**config.mk**
```make
export PLATFORM = sky130hd
export DESIGN_NAME = ccss_console
export DESIGN_NICKNAME = d
export VERILOG_FILES = /design/src/core/ccss_pkg.sv /design/src/core/ccss_console.sv
export VERILOG_INCLUDE_DIRS = /design/src /design/src/core
export SDC_FILE = /design/constraint.sdc
export NUM_CORES = 1
export LEC_CHECK = 0
export BUFFER_PORTS_ARGS = -buffer_cell sky130_fd_sc_hd__buf_2
export CAP_MARGIN = 20
export CORE_ASPECT_RATIO = 0.9
export CORE_MARGIN = 3
export CORE_UTILIZATION = 45
export CTS_CLUSTER_SIZE = 20
export DETAILED_ROUTE_END_ITERATION = 7
export GPL_ROUTABILITY_DRIVEN = 0
export PLACE_DENSITY = 0.71
export SETUP_SLACK_MARGIN = 0.5
export SLEW_MARGIN = 20
export SYNTH_ARGS = -nofsm -noshare
export SYNTH_HDL_FRONTEND = slang
export SYNTH_SLANG_ARGS = --single-unit
```
**constraint.sdc**
```tcl
create_clock -name mclk -period 2.45 [get_ports mclk]
set_input_delay 0.245 -clock mclk [delete_from_list [all_inputs] [get_ports mclk]]
set_output_delay 0.245 -clock mclk [all_outputs]
set_load 0.05 [all_outputs]
```
**src/core/ccss_regs.svh**
```systemverilog
/*
 * Constants for the console control and single-step block: timing counts and
 * state encodings. Assumes a 100 MHz machine clock.
 */
`ifndef CCSS_REGS_SVH
`define CCSS_REGS_SVH

`define CCSS_CLK_MHZ 100
`define CCSS_STANDBY_S 120
`define CCSS_STANDBY_CYC (64'(`CCSS_STANDBY_S) * `CCSS_CLK_MHZ * 1000000)
`define CCSS_DEBOUNCE_US 5
`define CCSS_DEBOUNCE_CYC (`CCSS_DEBOUNCE_US * `CCSS_CLK_MHZ)
`define CCSS_STOP_FILT_US 2
`define CCSS_STOP_FILT_CYC (`CCSS_STOP_FILT_US * `CCSS_CLK_MHZ)
`define CCSS_STATE_IDLE 4'h8
`define CCSS_STATE_XFER 4'h3
`define CCSS_STATE_HOLD 4'h4
`define CCSS_BTN_COUNT 6
`define CCSS_BTN_PWR_ON 0
`define CCSS_BTN_PWR_OFF 1
`define CCSS_BTN_START 2
`define CCSS_BTN_LOAD 3
`define CCSS_BTN_FETCH 4
`define CCSS_BTN_EXEC 5

`endif

```
**src/core/ccss_pkg.sv**
```systemverilog
/*
 * Types for the console control and single-step block.
 * Assumes ccss_regs.svh supplies the numeric constants.
 */
package ccss_pkg;
	typedef enum logic [1:0] {
		CCSS_PWR_OFF,
		CCSS_PWR_STANDBY,
		CCSS_PWR_ON
	} ccss_pwr_e;

	typedef enum logic [1:0] {
		CCSS_MON_REGISTER,
		CCSS_MON_NEXT_PAIR,
		CCSS_MON_OPERAND,
		CCSS_MON_FLOPS
	} ccss_mon_e;
endpackage

```
**src/core/ccss_console.sv**
```systemverilog
/*
 * Operator console control: power sequencing, start/load latches, stop lamp,
 * fetch/execute/run single stepping and circuit monitor source selection.
 * Assumes buttons are synchronous to mclk but may bounce, and that the state
 * sequencer honours the stop and hold levels driven here.
 * Every timing count runs on mclk itself, so the two-minute standby delay
 * needs a 34-bit counter; a bench may shorten it through STANDBY_CYC.
 * Panel buttons are plain high levels; the run switch is low while it
 * interrupts, and its debounced falling edge is the run request.
 */
`timescale 1ns/1ps
`include "ccss_regs.svh"

// Notes on behaviour
// - Standby lamp two minutes, then supplies on
// - Start and load never both set
// - Last pressed of start/load wins; power clears
// - Neither latch set forces idle in state 8
// - Stop lamp lit on state 8 decode
// - Stop lamp filtered against 1/8 alternation
// - State 3 shifts next address and timing
// - Fetch hold keeps sequencer in state 4
// - Execute hold lets state 4 pass
// - Only run clears holds to automatic
// - Fetch and execute holds mutually exclusive
// - Run pulse clears both holds together
// - Monitor offers four display source kinds
module ccss_console
	import ccss_pkg::*;
#(
	parameter longint unsigned STANDBY_CYC = `CCSS_STANDBY_CYC
) (
	input wire logic mclk, // Machine clock, 100 MHz.
	input wire logic rst_b, // Asynchronous reset, active low.
	input wire logic btn_power_on, // Power on button, high when pressed.
	input wire logic btn_power_off, // Power off button, high when pressed.
	input wire logic btn_start, // Start button.
	input wire logic btn_load, // Load button.
	input wire logic btn_stop, // Stop button, held level.
	input wire logic btn_fetch, // Fetch button.
	input wire logic btn_execute, // Execute button.
	input wire logic btn_run_b, // Run switch, low while interrupted.
	input wire logic state_bit_one, // Sequencer state bit one.
	input wire logic state_bit_two, // Sequencer state bit two.
	input wire logic state_bit_three, // Sequencer state bit three.
	input wire logic state_aux_bit, // Sequencer auxiliary state bit.
	input wire logic [3:0] seq_state, // Sequencer state number.
	input wire logic [1:0] mon_source_sel, // Monitor source kind selector.
	input wire logic [2:0] mon_reg_sel, // Circulating register index, 0 to 4.
	output logic standby_lamp, // Standby indicator.
	output logic power_on_lamp, // Power on indicator.
	output logic supply_enable, // Low voltage supplies enable.
	output logic start_latch, // Start latch and lamp.
	output logic load_latch, // Load latch and lamp.
	output logic seq_stop, // Force sequencer idle in state 8.
	output logic stop_lamp, // Filtered stop indicator.
	output logic shift_next_addr, // Shift next address register enable.
	output logic shift_timing, // Shift timing register enable.
	output logic fetch_hold_level, // Fetch hold, keeps state 4.
	output logic execute_hold_level, // Execute hold, lets state 4 pass.
	output logic execute_hold_relay, // Execute hold relay state.
	output logic automatic_mode, // No hold engaged.
	output ccss_mon_e mon_source, // Registered monitor source kind.
	output logic [2:0] mon_register // Registered register index.
);
	// Debounce and lamp filter windows, both counted in mclk cycles.
	localparam int unsigned DB_CYC = `CCSS_DEBOUNCE_CYC;
	localparam int unsigned SF_CYC = `CCSS_STOP_FILT_CYC;
	localparam int unsigned NB = `CCSS_BTN_COUNT;

	logic [NB-1:0] btn_raw;
	logic [NB-1:0] btn_press;
	logic run_level;
	logic run_prev;
	logic [15:0] run_cnt;
	logic run_pulse;
	ccss_pwr_e pwr_state;
	logic [33:0] standby_cnt;
	logic state8_decode;
	logic [15:0] stop_cnt;
	logic stop_filt;
	logic powered;

	assign btn_raw[`CCSS_BTN_PWR_ON] = btn_power_on;
	assign btn_raw[`CCSS_BTN_PWR_OFF] = btn_power_off;
	assign btn_raw[`CCSS_BTN_START] = btn_start;
	assign btn_raw[`CCSS_BTN_LOAD] = btn_load;
	assign btn_raw[`CCSS_BTN_FETCH] = btn_fetch;
	assign btn_raw[`CCSS_BTN_EXEC] = btn_execute;

	// A button counts only after it has held one level for the full window.
	genvar gi;
	generate
		for (gi = 0; gi < NB; gi++) begin : g_db
			logic [15:0] cnt;
			logic lvl;
			always_ff @(posedge mclk or negedge rst_b) begin
				if (!rst_b) begin
					cnt <= 16'h0000;
					lvl <= 1'b0;
				end else if (btn_raw[gi] == lvl) begin
					cnt <= 16'h0000;
				end else if (cnt == 16'(DB_CYC - 1)) begin
					cnt <= 16'h0000;
					lvl <= btn_raw[gi];
				end else begin
					cnt <= cnt + 16'h0001;
				end
			end
			logic lvl_d;
			always_ff @(posedge mclk or negedge rst_b) begin
				if (!rst_b) begin
					lvl_d <= 1'b0;
				end else begin
					lvl_d <= lvl;
				end
			end
			// The press pulse lasts one cycle, so a held button acts only once.
			assign btn_press[gi] = lvl & ~lvl_d;
		end
	endgenerate

	// The run switch is debounced too; its interruption is the reset event.
	always_ff @(posedge mclk or negedge rst_b) begin
		if (!rst_b) begin
			run_cnt <= 16'h0000;
			run_level <= 1'b1;
		end else if (btn_run_b == run_level) begin
			run_cnt <= 16'h0000;
		end else if (run_cnt == 16'(DB_CYC - 1)) begin
			run_cnt <= 16'h0000;
			run_level <= btn_run_b;
		end else begin
			run_cnt <= run_cnt + 16'h0001;
		end
	end

	// Both run stages reset high, the switch's idle level, so leaving reset
	// never looks like a run request.
	always_ff @(posedge mclk or negedge rst_b) begin
		if (!rst_b) begin
			run_prev <= 1'b1;
		end else begin
			run_prev <= run_level;
		end
	end

	assign run_pulse = run_prev & ~run_level;

	// Power sequencing; power off wins over a simultaneous power on.
	// Two minutes of mclk cycles do not fit 32 bits, hence the wider counter.
	always_ff @(posedge mclk or negedge rst_b) begin
		if (!rst_b) begin
			pwr_state <= CCSS_PWR_OFF;
			standby_cnt <= 34'h0;
		end else if (btn_press[`CCSS_BTN_PWR_OFF]) begin
			pwr_state <= CCSS_PWR_OFF;
			standby_cnt <= 34'h0;
		end else begin
			case (pwr_state)
				CCSS_PWR_OFF: begin
					if (btn_press[`CCSS_BTN_PWR_ON]) begin
						pwr_state <= CCSS_PWR_STANDBY;
						standby_cnt <= 34'h0;
					end
				end
				CCSS_PWR_STANDBY: begin
					if (standby_cnt == 34'(STANDBY_CYC - 1)) begin
						pwr_state <= CCSS_PWR_ON;
					end else begin
						standby_cnt <= standby_cnt + 34'h1;
					end
				end
				CCSS_PWR_ON: begin
					pwr_state <= CCSS_PWR_ON;
				end
				default: begin
					pwr_state <= CCSS_PWR_OFF;
				end
			endcase
		end
	end

	assign powered = (pwr_state == CCSS_PWR_ON);

	// The lamps follow the power state one cycle late, so the supplies and the
	// power lamp come on in the same cycle as the standby lamp goes dark.
	always_ff @(posedge mclk or negedge rst_b) begin
		if (!rst_b) begin
			standby_lamp <= 1'b0;
			power_on_lamp <= 1'b0;
			supply_enable <= 1'b0;
		end else begin
			standby_lamp <= (pwr_state == CCSS_PWR_STANDBY);
			power_on_lamp <= powered;
			supply_enable <= powered;
		end
	end

	// Start and load latches: a press sets its own and clears the other, so
	// the pair can only hold one of three combinations. Start wins a tie.
	// Losing power clears both, so neither the start nor the load lamp stays lit on an unpowered panel.
	always_ff @(posedge mclk or negedge rst_b) begin
		if (!rst_b) begin
			start_latch <= 1'b0;
			load_latch <= 1'b0;
		end else if (!powered) begin
			start_latch <= 1'b0;
			load_latch <= 1'b0;
		end else if (btn_press[`CCSS_BTN_START]) begin
			start_latch <= 1'b1;
			load_latch <= 1'b0;
		end else if (btn_press[`CCSS_BTN_LOAD]) begin
			start_latch <= 1'b0;
			load_latch <= 1'b1;
		end
	end

	// Neither latch set behaves exactly as a held stop button.
	// The stop button only gates the sequencer, so it needs no debounce.
	assign seq_stop = btn_stop | ~(start_latch | load_latch);

	// Only state 8 has bit one clear with bits two, three and aux all set.
	assign state8_decode = ~state_bit_one & state_bit_two & state_bit_three
		& state_aux_bit;

	// Brief excursions through state 1 would flicker the lamp, so the lamp
	// changes only after the decode has stayed put for the filter window.
	// The trade is a lamp that lags the sequencer by that window either way.
	always_ff @(posedge mclk or negedge rst_b) begin
		if (!rst_b) begin
			stop_cnt <= 16'h0000;
			stop_filt <= 1'b0;
		end else if (state8_decode == stop_filt) begin
			stop_cnt <= 16'h0000;
		end else if (stop_cnt == 16'(SF_CYC - 1)) begin
			stop_cnt <= 16'h0000;
			stop_filt <= state8_decode;
		end else begin
			stop_cnt <= stop_cnt + 16'h0001;
		end
	end

	assign stop_lamp = stop_filt;

	// Both shift enables are high for every cycle spent in state 3, one cycle
	// late; the registers they drive must tolerate that delay.
	always_ff @(posedge mclk or negedge rst_b) begin
		if (!rst_b) begin
			shift_next_addr <= 1'b0;
		end else begin
			shift_next_addr <= (seq_state == `CCSS_STATE_XFER);
		end
	end

	always_ff @(posedge mclk or negedge rst_b) begin
		if (!rst_b) begin
			shift_timing <= 1'b0;
		end else begin
			shift_timing <= (seq_state == `CCSS_STATE_XFER);
		end
	end

	// Holds: only the run interruption releases them; it outranks a press.
	// A press made while the run switch is still open is lost, not deferred.
	always_ff @(posedge mclk or negedge rst_b) begin
		if (!rst_b) begin
			fetch_hold_level <= 1'b0;
			execute_hold_level <= 1'b0;
		end else if (run_pulse || !run_level) begin
			fetch_hold_level <= 1'b0;
			execute_hold_level <= 1'b0;
		end else if (btn_press[`CCSS_BTN_FETCH]) begin
			fetch_hold_level <= 1'b1;
			execute_hold_level <= 1'b0;
		end else if (btn_press[`CCSS_BTN_EXEC]) begin
			fetch_hold_level <= 1'b0;
			execute_hold_level <= 1'b1;
		end
	end

	// The relay copy is what lets the sequencer pass state 4 while executing.
	assign execute_hold_relay = execute_hold_level;
	assign automatic_mode = ~(fetch_hold_level | execute_hold_level);

	// All four selector codes name a source kind, so the cast needs no guard.
	always_ff @(posedge mclk or negedge rst_b) begin
		if (!rst_b) begin
			mon_source <= CCSS_MON_REGISTER;
		end else begin
			mon_source <= ccss_mon_e'(mon_source_sel);
		end
	end

	// Out of range register indices fall back to register 0.
	always_ff @(posedge mclk or negedge rst_b) begin
		if (!rst_b) begin
			mon_register <= 3'h0;
		end else begin
			mon_register <= (mon_reg_sel > 3'h4) ? 3'h0 : mon_reg_sel;
		end
	end
endmodule

```
After elaboration in Yosys (flattened, before gate mapping)
Cells that the tools add are included.
Cells by class
  add/sub/neg operators: 9
  $mul: 0
  divide/modulo/power cells: 0
  $lt $le $gt $ge: 1
  eq/ne operators: 24
  shift-type cells: 0
  muxes and demuxes: 37
  bitwise gates (word level): 31
  reduce and logical (&&, ||, !) cells: 15
Operators with widths (number)
  16-bit 2-to-1 mux: 16
  16-bit by 1-bit adder with 16-bit output (second input constant): 8
  16-bit by 9-bit equality test with 1-bit output (second input constant): 7
  34-bit 2-to-1 mux: 3
  34-bit one-hot mux with 2 select lines: 1
  34-bit by 1-bit adder with 34-bit output (second input constant): 1
  34-bit equality test (second input constant): 1
  1-bit NOT: 18
  2-bit AND reduction: 9
  16-bit by 8-bit equality test with 1-bit output (second input constant): 1
  1-bit 2-to-1 mux: 12
  3-bit inequality test (second input constant): 4
  1-bit AND: 10
  1-bit equality test: 8
  2-bit 2-to-1 mux: 3
  2-bit one-hot mux with 3 select lines: 1
  3-bit nonzero test: 2
  4-bit by 2-bit equality test with 1-bit output (second input constant): 1
  3-bit > comparator (second input constant): 1
  3-bit 2-to-1 mux: 1
  1-bit bitwise OR: 3
  3-bit AND reduction: 1
  2-bit by 1-bit equality test with 1-bit output (second input constant): 1
  2-bit equality test (second input constant): 1
  3 further kinds: 3
Storage, ports and cells
  register bits: 191
  bits in latches: 0
  RAM bits: 0
  memory bits (read-only): 0
  bits of input ports: 23
  output and inout bits: 18
  logic and storage cells: 151
  memories: 0

Depth between registers and ports, before layout
  depth after elaboration: 7
  mapped depth: 9

Worst setup path before layout
Ideal clock, no wire load.
  path type: reg2reg
  from: register standby_cnt[0]
  to: register standby_cnt[27]
  setup time: 0.126 ns
  data arrival time: 2.254 ns
  required time: 2.324 ns
  setup slack: 0.070 ns
  cell stages (with the launch flop): 9
  path buffers: 2
  clock period less this slack: 2.380 ns
  path through: dfrtp_1 > ha_1 > nand3_1 > or3_1 > buf_2 > or4_4 > buf_6 > and4_1 > a221o_1
On the way
  cells in the longest elaborated chain, start to end: 4
Ends and longest elaborated chain
  from (decl): RTL line ccss_console.sv:78  | logic [33:0] standby_cnt;
  from (signal assigned): RTL line ccss_console.sv:171  | standby_cnt <= standby_cnt + 34'h1;
  34-bit by 1-bit adder with 34-bit output: RTL line ccss_console.sv:171
  34-bit 2-to-1 mux: RTL line ccss_console.sv:168  | if (standby_cnt == 34'(STANDBY_CYC - 1)) begin
  34-bit one-hot mux with 2 select lines: RTL line ccss_console.sv:160  | case (pwr_state)
  34-bit 2-to-1 mux: RTL line ccss_console.sv:156  | end else if (btn_press[`CCSS_BTN_PWR_OFF]) begin
Parallel ways exist; a longest one is shown, timed or not. The select of a mux whose other input is x is not followed.
A chain may end at the register's enable or synchronous reset.

Final worst setup path
  from: register standby_cnt[1]
  to: register standby_cnt[27]
Same word-level chain as after synthesis.

==> results.md <==
- Layout cells sized above 1: 17.3%
- Fmax: 458 MHz
- CTS tree: built
- YS warnings: 0
- # nets final: roughly 1100
- Post-synth ARST share: 100%
- Post-DP HPWL: 12.5 mm
- Area grow syn2layout: 20.5%
- Clock Skew: 0.0141 ns
- Synthesized area per cell: 9.58 um^2
- Post-DR wirelength/cell: 15.1 um
- Crit start category: register
- Mapped Area: 0.00952 mm^2
- Die area: roughly 0.023 mm^2
- Cell with the most instances after synthesis: dfrtp_1
- H-tree levels: 4
- CP endpoint kind: register
- Fin Hold WS: between 0.06 and 0.07 ns
- Max FO, Critical Path: 5
- TritonCTS Buffers: 17
- FF+latch count, synth: 190
- Drc violations: 0
- Min-delay worst type: in -> reg
- Vias in the first global route: 7274
- Congestion Overflow GR: 0
- WL final: roughly 21 mm
- RSZ-0062 raised after global routing: yes
- Top cells by area, synth: dfrtp_1 (50%), nor2_1 (7.1%), xnor2_1 (6.2%)
- Clock slew at reported path FFs: about 0.070 ns
- Top post-synthesis cells by count: dfrtp_1 (189), nor2_1 (180), nand3_1 (77)
- Pwr dens: 660 mW/mm^2
- Chip height: 144 um
- IO Port Bufs: 40
- Worst-margin pin slew: 0.629 ns
- Worst skew pair latency: roughly 0.43 ns
- Post-route setup TNS: 0 ns
- Hold Path Origin: mon_reg_sel[0]
- Pre-Repair DR Iteration Count: 5
- Sequential fraction of the synthesis area: around half
- Slew margin rel.: roughly 58%
- Clock buffer depth: 2
- N_diodes: 0
- Outcome: finished clean
- Post-Syn Nets: 1030
- Clock sink count: 190
- Post-synth top area share: 49.7%
- Maximum number of pins on one net before global-route repair: just under 80
- Synth area leader: dfrtp_1
- CORE AREA: 0.0204 mm^2
- EDFF count, synth: 0
- First-pass GRT wire length: 34.4 mm
- Root Buffer: clkbuf_16
- Finish-stage setup viols: 0
- Total Routing Usage GR: 17.9%
- DR vias: 7541
- WS Path Type: reg -> reg
- Ys flop type: dfrtp_1
- Data arrival time of the worst path: 2.49 ns
- Leak: 4.95 nW
- Crit path from: standby_cnt[1]
- Final Hold Fails: 0
- Cells after Synth: 993
- Die outline width: 159 um
- Worst R2R Start: standby_cnt[1]
- Antenna Nets Post-Route: 0
- DR vias/cell: 5.52
- Initial Util: 46.8%
- Antenna violations before repair: 0
- Netlist cell types: 56
- I/O Pins: 41
- Max-capacitance violation count: 0
- 1st-iter DRT viols: 499
- # rows: 49
- Req. time, crit path: between 2 and 3 ns
- Final worst path period need: 2.18 ns
- Peak VDD IR: 551 uV
- Tcrit/Tclk final: 89.2%
- Max Slew Vio Count: 0
placed cells by master (no fill, tap or decap), types with 8 or more instances in the layout:
cell,count
a211oi_1,9
buf_6,8
a31oi_1,13
buf_2,39
dfrtp_1,185
ha_1,12
mux2i_1,10
or4_1,10
dlygate4sd3_1,8
nand4_1,25
a21oi_1,9
or2_4,8
and2_1,11
nand3_1,71
xnor2_1,67
and4_1,15
nor3_1,15
nand2_1,61
buf_4,32
inv_1,35
nor2_1,178
clkbuf_16,17
nor4_1,17
xor2_1,50
and3_1,22
stage by stage:
| step | instance area [um^2] | util (%) | total power, W | worst slack (ns) | std cells |
|---|---|---|---|---|---|
| after floorplan | 9550 | - | 0.00419 | 0.102 | 993 |
| after global placement | 10200 | 50.0 | 0.00456 | 0.190 | 1301 |
| after detailed placement | 10200 | 50.0 | 0.00458 | 0.138 | 1301 |
| after CTS | 11100 | 54.7 | 0.00755 | 0.329 | 1353 |
| after global routing | 11500 | 56.3 | 0.00791 | 0.183 | 1366 |
| final | 11500 | 56.3 | 0.00757 | 0.265 | 1366 |
per-layer routing:
metal | GRT usage, % | routed length [um]
met2 | 28.4 | 9520
met1 | 24.6 | 9570
met4 | 7.19 | 446
met5 | 0 | 0
met3 | 3.38 | 1040
logic make-up (layout without fill, tap and decap cells):
kind of cell,Yosys count,in the layout,synth area share (%)
multiplexers,17,17,1.88
adder cells (fa/ha/maj),14,14,1.84
buffers and inverters,75,163,3.25
flip-flops,190,190,50.0
XOR/XNOR,117,117,10.8
AND/OR/NAND/NOR,495,500,26.0
AO/OA/AOI/OAI,85,85,6.28
sequential cells by signal, summed over array words and instances, names as in the netlist, 3 cells and up:
| register | flops |
|---|---|
| run_cnt | 16 |
| mon_register | 3 |
| g_db.cnt | 96 |
| g_db.lvl | 6 |
| stop_cnt | 16 |
| standby_cnt | 34 |
| g_db.lvl_d | 6 |
critical path, cell delays in order (launching register included):
cell and delay, ns:
dfrtp_1 0.39, ha_4 0.15, nand3_2 0.08, or3_4 0.37, or4_4 0.60, and4_1 0.21
a221o_1 0.27
report_power, final:
part           switching (W)  total, W  leakage (nW)  internal (W)
combinational       0.000806   0.00126          2.05      0.000455
clock                0.00127   0.00292         0.300       0.00165
sequential          0.000120   0.00338          2.60       0.00326
total                0.00219   0.00757          4.95       0.00537
repair_timing:
item,in CTS,in global routing
endpoints found under the setup margin,83,146
hold endpoints to repair,78,0
pin swaps,9,15
gates resized for setup,29,49
buffers inserted,10,9
hold buffers,8,0
cloned,2,4
path summary, 6_finish.rpt:
path | end | slack [ns] | depth (start not counted)
min in group asynchronous | g_db[3].cnt[4] | 0.39 | 2
worst min-delay path | mon_register[0] | 0.06 | 2
worst max register to register | standby_cnt[27] | 0.27 | 6
worst max-delay path | standby_cnt[27] | 0.27 | 6
worst min register to register | g_db[5].lvl_d | 0.44 | 0
max in group asynchronous | g_db[1].cnt[11] | 1.28 | 3
final cells by class:
| class | count | area [um^2] |
|---|---|---|
| Fill cell | 1778 | 8890 |
| Multi-Input combinational cell | 733 | 4820 |
| Sequential cell | 190 | 4760 |
| Timing Repair Buffer | 96 | 782 |
| Clock buffer | 18 | 439 |
| Tap cell | 280 | 350 |
| Clock inverter | 14 | 184 |
| Inverter | 35 | 131 |
Power figures use the tool's default switching activity.
